## src/logic/isodb_map.svh

```systemverilog
// Offsets-free constant map for the isochronous double buffer block
// Assumes inclusion by bare name from the design files
`ifndef ISODB_MAP_SVH
`define ISODB_MAP_SVH
`define ISODB_FIFO_DEPTH 64
`define ISODB_PTR_W 7
`define ISODB_IDX_W 6
`define ISODB_NUM_EP 2
`define ISODB_EP_W 1
`define ISODB_FRAME_US 1000
`define ISODB_CLK_MHZ 200
`define ISODB_FRAME_CYC (`ISODB_FRAME_US * `ISODB_CLK_MHZ)
`define ISODB_ZERO_CNT 7'h00
`define ISODB_EP_OUT 1'h0
`define ISODB_EP_IN 1'h1
`endif

```

## src/logic/isodb_pkg.sv

```systemverilog
// Types for the isochronous double buffer block
// Assumes the constant map is included alongside
package isodb_pkg;
    typedef enum logic [1:0] {
        ISODB_TX_IDLE = 2'b00,
        ISODB_TX_SEND = 2'b01,
        ISODB_TX_CORRUPT = 2'b10
    } isodb_tx_state_t;
endpackage

```

## src/logic/isodb_top.sv

```systemverilog
// Isochronous endpoint double buffering: one OUT and one IN endpoint
// Assumes a packet engine on CLK_SYS delivering decoded token events
// Function
// ISO OUT: no handshake, no endpoint interrupt
// Host drains OUT FIFO at each SOF
// OUT has two FIFOs, swap each SOF
// SOF interrupt even on corrupted SOF
// Stall, NAK, ACK read zero always
// Unread OUT data flushed, flush flag frame
// Missed OUT frame not flagged
// OUT packet error: empty FIFO, error flag
// Host never reads beyond byte count
// OUT overflow clears FIFO, error next SOF
// Endpoint clear empties both FIFOs
// IN token sends whole background FIFO
// Host fills IN FIFO at each SOF
// IN has two FIFOs, swap each SOF
// New background IN FIFO emptied at swap; code empties the old background, which becomes the new foreground
// No handoff bit for ISO IN
// IN sent leaves FIFO empty, flags unchanged
// Missed IN with data flags next frame
// Clear during IN send forces stuff error
// Full IN FIFO writes dropped
// Select bit gates host FIFO access
// Empty flag and count follow selection
// All ISO endpoints swap same cycle
`timescale 1ns/100ps
`include "isodb_map.svh"
module isodb_top
    import isodb_pkg::*;
(
    // Clock and reset
    input wire logic CLK_SYS,
    input wire logic RST_N,
    // Endpoint configuration
    input wire logic OUT_IS_ISO,
    input wire logic IN_IS_ISO,
    // Local host access
    input wire logic ENDPOINT_SELECT_REG,
    input wire logic ENDPOINT_ACCESS_SELECT,
    input wire logic ENDPOINT_CLEAR_BIT,
    input wire logic HOST_RD,
    input wire logic HOST_WR,
    input wire logic [7:0] HOST_WDATA,
    output logic [7:0] HOST_RDATA,
    output logic ISO_FIFO_EMPTY,
    output logic [6:0] RX_BYTE_COUNT,
    // Endpoint status
    output logic [2:0] ENDPOINT_STATUS_FLAGS,
    output logic EP_INTERRUPT,
    output logic SOF_INTERRUPT,
    output logic DATA_FLUSH,
    output logic ISO_ERR,
    output logic MISS_IN,
    // USB receive side
    input wire logic SOF_SEEN,
    input wire logic RX_WR,
    input wire logic [7:0] RX_DATA,
    input wire logic RX_END,
    input wire logic RX_BAD,
    // USB transmit side
    input wire logic IN_TOKEN,
    input wire logic TX_READY,
    output logic TX_VALID,
    output logic [7:0] TX_DATA,
    output logic TX_LAST,
    output logic TX_STUFF_ERR
);
    typedef struct packed {
        isodb_tx_state_t tx_state;
        logic rx_err;
        logic frame_err;
        logic rx_clr;
        logic tx_done;
        logic flush;
        logic err;
        logic miss;
        logic sof_irq;
        logic tx_valid;
        logic [7:0] tx_data;
        logic tx_last;
        logic stuff_err;
    } isodb_top_t;
    isodb_top_t st_reg;
    isodb_top_t st_next;
    logic [1:0] clr_sync;
    logic [1:0] sof_sync;
    logic clr_d;
    logic clr_pulse;
    logic sof;
    logic sof_d;
    logic out_sel;
    logic in_sel;
    logic out_swap;
    logic in_swap;
    logic out_bad;
    logic tx_pop;
    logic tx_take;
    logic [7:0] rx_fg_data;
    logic [7:0] tx_bg_data;
    logic [6:0] rx_fg_cnt;
    logic [6:0] rx_bg_cnt;
    logic [6:0] tx_bg_cnt;
    logic [6:0] tx_fg_cnt;

    // Clear and SOF pins from the outside pass two flops
    always_ff @(posedge CLK_SYS or negedge RST_N) begin
        if (!RST_N) begin
            clr_sync <= 2'h0;
            sof_sync <= 2'h0;
            clr_d <= 1'b0;
            sof_d <= 1'b0;
        end else begin
            clr_sync <= {clr_sync[0], ENDPOINT_CLEAR_BIT};
            sof_sync <= {sof_sync[0], SOF_SEEN};
            clr_d <= clr_sync[1];
            sof_d <= sof_sync[1];
        end
    end
    assign clr_pulse = clr_sync[1] & ~clr_d;
    // any SOF edge, valid or not
    assign sof = sof_sync[1] & ~sof_d;
    // access only while selected
    assign out_sel = ENDPOINT_ACCESS_SELECT && ENDPOINT_SELECT_REG == `ISODB_EP_OUT;
    assign in_sel = ENDPOINT_ACCESS_SELECT && ENDPOINT_SELECT_REG == `ISODB_EP_IN;
    // common swap, iso endpoints only
    assign out_swap = sof && OUT_IS_ISO;
    assign in_swap = sof && IN_IS_ISO;
    // overflow counts as a bad packet
    assign out_bad = RX_WR && rx_bg_cnt == 7'h40;
    assign tx_take = st_reg.tx_state == ISODB_TX_SEND && TX_READY && st_reg.tx_valid;
    // Pop on load, so the next byte already sits at the read pointer
    assign tx_pop = (st_reg.tx_state == ISODB_TX_IDLE && IN_TOKEN && IN_IS_ISO)
        || (tx_take && !st_reg.tx_last);

    // OUT pair, USB writes background
    isodb_bank u_out (
        .clk(CLK_SYS),
        .rst_n(RST_N),
        .swap(out_swap),
        .clear_all(clr_pulse && ENDPOINT_SELECT_REG == `ISODB_EP_OUT),
        // R8: R10: old foreground, bad packet or overflow emptied
        .clear_bg(st_reg.rx_clr || out_bad || (RX_END && st_reg.rx_err)),
        .bg_wr(RX_WR && !st_reg.rx_err),
        .bg_wdata(RX_DATA),
        .fg_wr(1'b0),
        .fg_wdata(8'h00),
        .bg_rd(1'b0),
        .bg_rdata(),
        .fg_rd(HOST_RD && out_sel),
        .fg_rdata(rx_fg_data),
        .fg_count(rx_fg_cnt),
        .bg_count(rx_bg_cnt)
    );

    // IN pair, host writes foreground
    isodb_bank u_in (
        .clk(CLK_SYS),
        .rst_n(RST_N),
        .swap(in_swap),
        // clear empties both halves
        .clear_all(clr_pulse && ENDPOINT_SELECT_REG == `ISODB_EP_IN),
        // old background emptied at swap
        .clear_bg(in_swap),
        .bg_wr(1'b0),
        .bg_wdata(8'h00),
        // full-check inside bank drops writes
        .fg_wr(HOST_WR && in_sel),
        .fg_wdata(HOST_WDATA),
        .bg_rd(tx_pop),
        .bg_rdata(tx_bg_data),
        .fg_rd(1'b0),
        .fg_rdata(),
        .fg_count(tx_fg_cnt),
        .bg_count(tx_bg_cnt)
    );

    always_comb begin
        st_next = st_reg;
        st_next.sof_irq = sof;
        // old foreground emptied a cycle later; bank clears background only
        st_next.rx_clr = out_swap;
        // error marks packet until end, frame until SOF
        if (RX_BAD || out_bad) begin
            st_next.rx_err = 1'b1;
            st_next.frame_err = 1'b1;
        end
        if (RX_END) st_next.rx_err = 1'b0;
        if (sof) begin
            // flag if host left data unread
            st_next.flush = OUT_IS_ISO && rx_fg_cnt != `ISODB_ZERO_CNT;
            // R8: R10: only errors flagged, not silence
            st_next.err = st_reg.frame_err || RX_BAD || out_bad;
            st_next.frame_err = 1'b0;
            st_next.rx_err = 1'b0;
            // data waited, no send completed
            st_next.miss = IN_IS_ISO && !st_reg.tx_done && tx_bg_cnt != `ISODB_ZERO_CNT;
            st_next.tx_done = 1'b0;
        end
        unique case (st_reg.tx_state)
            ISODB_TX_IDLE: begin
                // whole background FIFO sent
                if (IN_TOKEN && IN_IS_ISO) begin
                    st_next.tx_state = ISODB_TX_SEND;
                    st_next.tx_valid = tx_bg_cnt != `ISODB_ZERO_CNT;
                    st_next.tx_data = tx_bg_data;
                    st_next.tx_last = tx_bg_cnt <= 7'h01;
                end
            end
            ISODB_TX_SEND: begin
                // clear mid-send corrupts packet
                if (clr_pulse && ENDPOINT_SELECT_REG == `ISODB_EP_IN) begin
                    st_next.tx_state = ISODB_TX_CORRUPT;
                    st_next.stuff_err = 1'b1;
                    st_next.tx_valid = 1'b0;
                end else if (!st_reg.tx_valid || (tx_take && st_reg.tx_last)) begin
                    // FIFO drained, no flags touched
                    st_next.tx_state = ISODB_TX_IDLE;
                    st_next.tx_valid = 1'b0;
                    st_next.tx_last = 1'b0;
                    st_next.tx_done = 1'b1;
                end else if (tx_take) begin
                    st_next.tx_data = tx_bg_data;
                    st_next.tx_last = tx_bg_cnt <= 7'h01;
                end
            end
            ISODB_TX_CORRUPT: begin
                st_next.tx_state = ISODB_TX_IDLE;
                st_next.stuff_err = 1'b0;
                st_next.tx_last = 1'b0;
            end
            default: st_next.tx_state = ISODB_TX_IDLE;
        endcase
    end

    always_ff @(posedge CLK_SYS or negedge RST_N) begin
        if (!RST_N) begin
            st_reg <= '0;
        end else begin
            st_reg <= st_next;
        end
    end

    // Byte at the read pointer shows before its pop; bank data is combinational
    assign HOST_RDATA = out_sel ? rx_fg_data : 8'h00;
    // status of selected OUT foreground
    assign ISO_FIFO_EMPTY = out_sel ? rx_fg_cnt == `ISODB_ZERO_CNT : 1'b1;
    assign RX_BYTE_COUNT = out_sel ? rx_fg_cnt : `ISODB_ZERO_CNT;
    // R16: no handshake bits, no handoff
    assign ENDPOINT_STATUS_FLAGS = 3'h0;
    // endpoint interrupt never used
    assign EP_INTERRUPT = 1'b0;
    assign SOF_INTERRUPT = st_reg.sof_irq;
    assign DATA_FLUSH = st_reg.flush;
    assign ISO_ERR = st_reg.err;
    assign MISS_IN = st_reg.miss;
    assign TX_VALID = st_reg.tx_valid;
    assign TX_DATA = st_reg.tx_data;
    assign TX_LAST = st_reg.tx_last;
    assign TX_STUFF_ERR = st_reg.stuff_err;
endmodule

```

## src/logic/isodb_bank.sv

```systemverilog
// One double-buffered byte FIFO pair with a swap on start of frame
// Assumes write and read ports never target the same half
`timescale 1ns/100ps
`include "isodb_map.svh"
module isodb_bank (
    // Clock and reset
    input wire logic clk,
    input wire logic rst_n,
    // Swap and clears
    input wire logic swap,
    input wire logic clear_all,
    input wire logic clear_bg,
    // Background write
    input wire logic bg_wr,
    input wire logic [7:0] bg_wdata,
    // Foreground write
    input wire logic fg_wr,
    input wire logic [7:0] fg_wdata,
    // Background read
    input wire logic bg_rd,
    output logic [7:0] bg_rdata,
    // Foreground read
    input wire logic fg_rd,
    output logic [7:0] fg_rdata,
    // Counts
    output logic [`ISODB_PTR_W-1:0] fg_count,
    output logic [`ISODB_PTR_W-1:0] bg_count
);
    logic [7:0] mem0 [`ISODB_FIFO_DEPTH];
    logic [7:0] mem1 [`ISODB_FIFO_DEPTH];
    typedef struct packed {
        logic fg_sel;
        logic [`ISODB_PTR_W-1:0] cnt0;
        logic [`ISODB_PTR_W-1:0] cnt1;
        logic [`ISODB_PTR_W-1:0] rp0;
        logic [`ISODB_PTR_W-1:0] rp1;
    } isodb_bank_t;
    isodb_bank_t st_reg;
    isodb_bank_t st_next;
    logic [`ISODB_PTR_W-1:0] fg_rp;
    logic [`ISODB_PTR_W-1:0] bg_rp;
    logic [`ISODB_PTR_W-1:0] bg_cnt_w;
    logic [`ISODB_PTR_W-1:0] fg_cnt_w;
    assign fg_rp = st_reg.fg_sel ? st_reg.rp1 : st_reg.rp0;
    assign bg_rp = st_reg.fg_sel ? st_reg.rp0 : st_reg.rp1;
    assign fg_cnt_w = st_reg.fg_sel ? st_reg.cnt1 : st_reg.cnt0;
    assign bg_cnt_w = st_reg.fg_sel ? st_reg.cnt0 : st_reg.cnt1;
    assign fg_count = fg_cnt_w - fg_rp;
    assign bg_count = bg_cnt_w - bg_rp;
    assign fg_rdata = st_reg.fg_sel ? mem1[fg_rp[`ISODB_IDX_W-1:0]] : mem0[fg_rp[`ISODB_IDX_W-1:0]];
    assign bg_rdata = st_reg.fg_sel ? mem0[bg_rp[`ISODB_IDX_W-1:0]] : mem1[bg_rp[`ISODB_IDX_W-1:0]];

    always_comb begin
        st_next = st_reg;
        if (fg_rd && fg_count != `ISODB_ZERO_CNT) begin
            if (st_reg.fg_sel) st_next.rp1 = st_reg.rp1 + 7'h01;
            else st_next.rp0 = st_reg.rp0 + 7'h01;
        end
        if (bg_rd && bg_count != `ISODB_ZERO_CNT) begin
            if (st_reg.fg_sel) st_next.rp0 = st_reg.rp0 + 7'h01;
            else st_next.rp1 = st_reg.rp1 + 7'h01;
        end
        if (bg_wr && bg_cnt_w != 7'h40) begin
            if (st_reg.fg_sel) st_next.cnt0 = st_reg.cnt0 + 7'h01;
            else st_next.cnt1 = st_reg.cnt1 + 7'h01;
        end
        if (fg_wr && fg_cnt_w != 7'h40) begin
            if (st_reg.fg_sel) st_next.cnt1 = st_reg.cnt1 + 7'h01;
            else st_next.cnt0 = st_reg.cnt0 + 7'h01;
        end
        if (clear_bg) begin
            if (st_reg.fg_sel) begin
                st_next.cnt0 = `ISODB_ZERO_CNT;
                st_next.rp0 = `ISODB_ZERO_CNT;
            end else begin
                st_next.cnt1 = `ISODB_ZERO_CNT;
                st_next.rp1 = `ISODB_ZERO_CNT;
            end
        end
        if (swap) begin
            st_next.fg_sel = ~st_reg.fg_sel;
        end
        if (clear_all) begin
            st_next.cnt0 = `ISODB_ZERO_CNT;
            st_next.cnt1 = `ISODB_ZERO_CNT;
            st_next.rp0 = `ISODB_ZERO_CNT;
            st_next.rp1 = `ISODB_ZERO_CNT;
        end
    end

    always_ff @(posedge clk or negedge rst_n) begin
        if (!rst_n) begin
            st_reg <= '0;
        end else begin
            st_reg <= st_next;
        end
    end

    // Memory has no reset; counts guard all reads
    always_ff @(posedge clk) begin
        if (bg_wr && bg_cnt_w != 7'h40) begin
            if (st_reg.fg_sel) mem0[bg_cnt_w[`ISODB_IDX_W-1:0]] <= bg_wdata;
            else mem1[bg_cnt_w[`ISODB_IDX_W-1:0]] <= bg_wdata;
        end
        if (fg_wr && fg_cnt_w != 7'h40) begin
            if (st_reg.fg_sel) mem1[fg_cnt_w[`ISODB_IDX_W-1:0]] <= fg_wdata;
            else mem0[fg_cnt_w[`ISODB_IDX_W-1:0]] <= fg_wdata;
        end
    end
endmodule

```

## config.mk

```make
export PLATFORM = sky130hd
export DESIGN_NAME = isodb_top
export DESIGN_NICKNAME = d
export VERILOG_FILES = /design/src/logic/isodb_pkg.sv /design/src/logic/isodb_top.sv /design/src/logic/isodb_bank.sv
export VERILOG_INCLUDE_DIRS = /design/src /design/src/logic
export SDC_FILE = /design/constraint.sdc
export NUM_CORES = 2
export LEC_CHECK = 0
export BUFFER_PORTS_ARGS = -buffer_cell sky130_fd_sc_hd__buf_2
export CAP_MARGIN = 20
export CORE_ASPECT_RATIO = 1.2
export CORE_MARGIN = 2
export CORE_UTILIZATION = 45
export CTS_CLUSTER_SIZE = 16
export DETAILED_ROUTE_END_ITERATION = 10
export PLACE_DENSITY = 0.61
export SYNTH_ARGS = -nofsm -noshare
export SYNTH_HDL_FRONTEND = slang
export SYNTH_SLANG_ARGS = --single-unit
```

## constraint.sdc

```tcl
create_clock -name CLK_SYS -period 5.2 [get_ports CLK_SYS]
set_clock_uncertainty 0.05 [all_clocks]
set_input_delay 0.52 -clock CLK_SYS [delete_from_list [all_inputs] [get_ports CLK_SYS]]
set_output_delay 0.52 -clock CLK_SYS [all_outputs]
set_load 0.005 [all_outputs]
```

==> impl_metrics.ini <==
[run_status]
status = complete, no violations

[clock_network]
cts_sinks = 2133
cts_tree = yes
cts_buffers = 211
cts.clk_slew.worst_paths_ns = 0.06
cts-root-buf = clkbuf_16
clockBufferDepth = 3
worstSkewPairLatency_ns = 0.86
htree_levels = 4

[sta]
final.min_clock_period_ns = 5.16
totalNegativeSetupSlack_ns = 0
finalHoldViolCount = 0
fmax_ghz = 0.194
slew_headroom = 0.272
worstMarginPinSlew_ns = 1.06
setup_slack_ns = 0.0440
min_period_over_period = 0.992
setup_viol = 0
rsz0062_at_grt = true
slew_violations = 0

[global_route]
grt_use_total = 0.230
grt_max_degree = 158
grt_pass1_vias = 51782
antenna_found_initial = 8
grt-ovfl-total = 0
grt_pass1_wl_um = 344000

[synthesis]
synth_ff_type = edfxtp_1
syn_area_um2 = 88000
synth-edff-count = 2048
synth_cells = 6260
synth_top_area_share = 0.699
synth-seq-area-share = 0.723
ys_async_sr_fraction = 0.0398
synth_area_leaders = edfxtp_1, nand2_1, mux2i_1
avgSynthCellArea_um2 = 14.1
synth_seq_cells = 2133
ys_types = 72
yosys_warnings = 0
synth_top_cell_by_area = edfxtp_1

[placement]
hpwlAfterDp_um = 141000
gp_congestion = 0.910
port_buffers = 61
pre_cts_slack_ns = 0.757
dpl.cell_count = 8672

[layout]
stdcell_count = 9082
finish.utilization = 0.506
drive_gt1_frac = 0.0979
layout_commonest_cell = edfxtp_1
area_growth_pct = 11.7
finalNetCount = 6372
fillers = 16343
mostFrequentLayoutCells = edfxtp_1, nand2_1, mux2i_1

[floorplan]
coreArea_um2 = 194000
initial_core_util = 0.453
die_area_um2 = 199000
die_x_um = 408
dieHeight_um = 488
core.rowCount = 177
ios = 66

[setup_path]
path_max_fanout = 45
crit_start = u_out.st_reg[8]
path_class = register to primary output
start_kind = register
r2r_start = u_in.st_reg[28]
critPathArrivalTime_ns = 4.59
r2r_slack_ns = 0.98
cp_data_required_time_ns = 4.63
crit_path_end_kind = primary output

[detailed_routing]
drt-total-wl_um = 233000
drc_errors = 0
wl_met2_um = 115000
wl_met3_um = 15300
wl_met1_um = 94000
ant_nets = 0
drtIter0Drc = 5555
highest-signal-layer = met5
via_count = 53167
drtPass1Iterations = 6
wl_per_cell_um = 25.7
via_per_inst = 5.85

[power_and_ir_drop]
power_switching_w = 0.0154
p_seq_frac = 0.409
power_w = 0.0472
switching_share = 0.326
irDropWorstVdd_mv = 0.479
clkPwrFrac = 0.320
powerDensity_nw_per_um2 = 480
internal_power_w = 0.0318
combPwrFrac = 0.271
leakagePower_nw = 32.6

[min_path]
holdCritStartpoint = HOST_RD
hp-class = primary input to register

[run]
max_cap_viol_count = 0
critical path: stages, from the launching register on:
cell,delay [ns]
dfrtp_1,0.44
mux2_8,0.48
inv_16,0.24
buf_12,0.26
buf_12,0.23
nand2_1,0.07
and3_1,0.17
a311oi_1,0.43
o32ai_1,0.16
nor3_1,0.40
o211ai_1,0.14
buf_4,0.20
o22ai_1,0.28
buf_2,0.18
cell usage after synthesis, types with 19 or more instances:
cell type / n
mux4_2: 39
a211oi_1: 56
nor4_1: 21
buf_1: 26
ha_1: 34
nand3_1: 55
xnor2_1: 19
inv_1: 30
nor2_1: 328
buf_4: 73
nand4_1: 28
o221ai_1: 110
mux2i_1: 429
clkbuf_1: 170
buf_2: 124
edfxtp_1: 2048
o22ai_1: 67
and3_1: 304
a21oi_1: 123
a311oi_1: 177
o21ai_0: 57
a31oi_1: 119
nor3_1: 93
mux2_2: 23
dfrtp_1: 85
nand2_1: 1362
logic make-up (layout without fill, tap and decap cells):
group,count (synthesis),after routing,synth area share
and+or+nand+nor,2300,2300,0.114
DFF,2133,2133,0.723
buffers and inverters,443,665,0.0249
other,1,6,0.0000426
adders and majority gates,36,36,0.00529
muxes,496,496,0.0625
xor gates and xnor gates,28,28,0.00279
AOI/OAI and AO/OA,823,823,0.0674
per-layer routing:
metal | up-vias | track usage
met5 | - | 0
met4 | 6 | 0.0858
met3 | 440 | 0.0340
met2 | 1961 | 0.388
met1 | 26889 | 0.302
li1 | 23871 | -
timing repair:
item,4_1_cts,5_1_grt
buffers inserted,3,0
endpoints found under the setup margin,9,8
resized for setup,4,13
endpoints found under the hold margin,67,0
hold buffers,11,0
power groups by stage:
stage | clock, W | sequential [W] | combinational, W
after floorplan | 0 | 0.0195 | 0.00826
after global routing | 0.0159 | 0.0193 | 0.0136
final | 0.0151 | 0.0193 | 0.0128
after global placement | 0 | 0.0196 | 0.0126
after detailed placement | 0 | 0.0196 | 0.0127
after CTS | 0.0153 | 0.0193 | 0.0128
stage by stage:
stage	hold slack [ns]	instance area [µm²]
after floorplan	0.174	88000
after global placement	0.289	91200
after detailed placement	0.289	91200
after CTS	0.00121	98200
after global routing	0.0517	98300
final	0.0491	98300
path summary, 6_finish.rpt:
path | depth (start not counted) | endpoint
max in group asynchronous | 3 | u_out.st_reg[28]
worst max register to register | 13 | u_in.st_reg[13]
worst min register to register | 0 | sof_sync[1]
worst max-delay path | 13 | HOST_RDATA[7]
min in group asynchronous | 2 | u_in.st_reg[5]
worst min-delay path | 4 | u_out.st_reg[6]
layout make-up:
| cell class | instances | area (µm²) | share of cell area |
|---|---|---|---|
| Sequential cell | 2133 | 63600 | 0.647 |
| Multi-Input combinational cell | 3687 | 22400 | 0.228 |
| Clock buffer | 263 | 5620 | 0.0572 |
| Tap cell | 2595 | 3250 | 0.0330 |
| Timing Repair Buffer | 235 | 2030 | 0.0206 |
| Clock inverter | 130 | 1220 | 0.0124 |
| Inverter | 37 | 176 | 0.00179 |
| Antenna cell | 2 | 5.00 | 0.0000509 |
(Power assumes the default switching activity.)
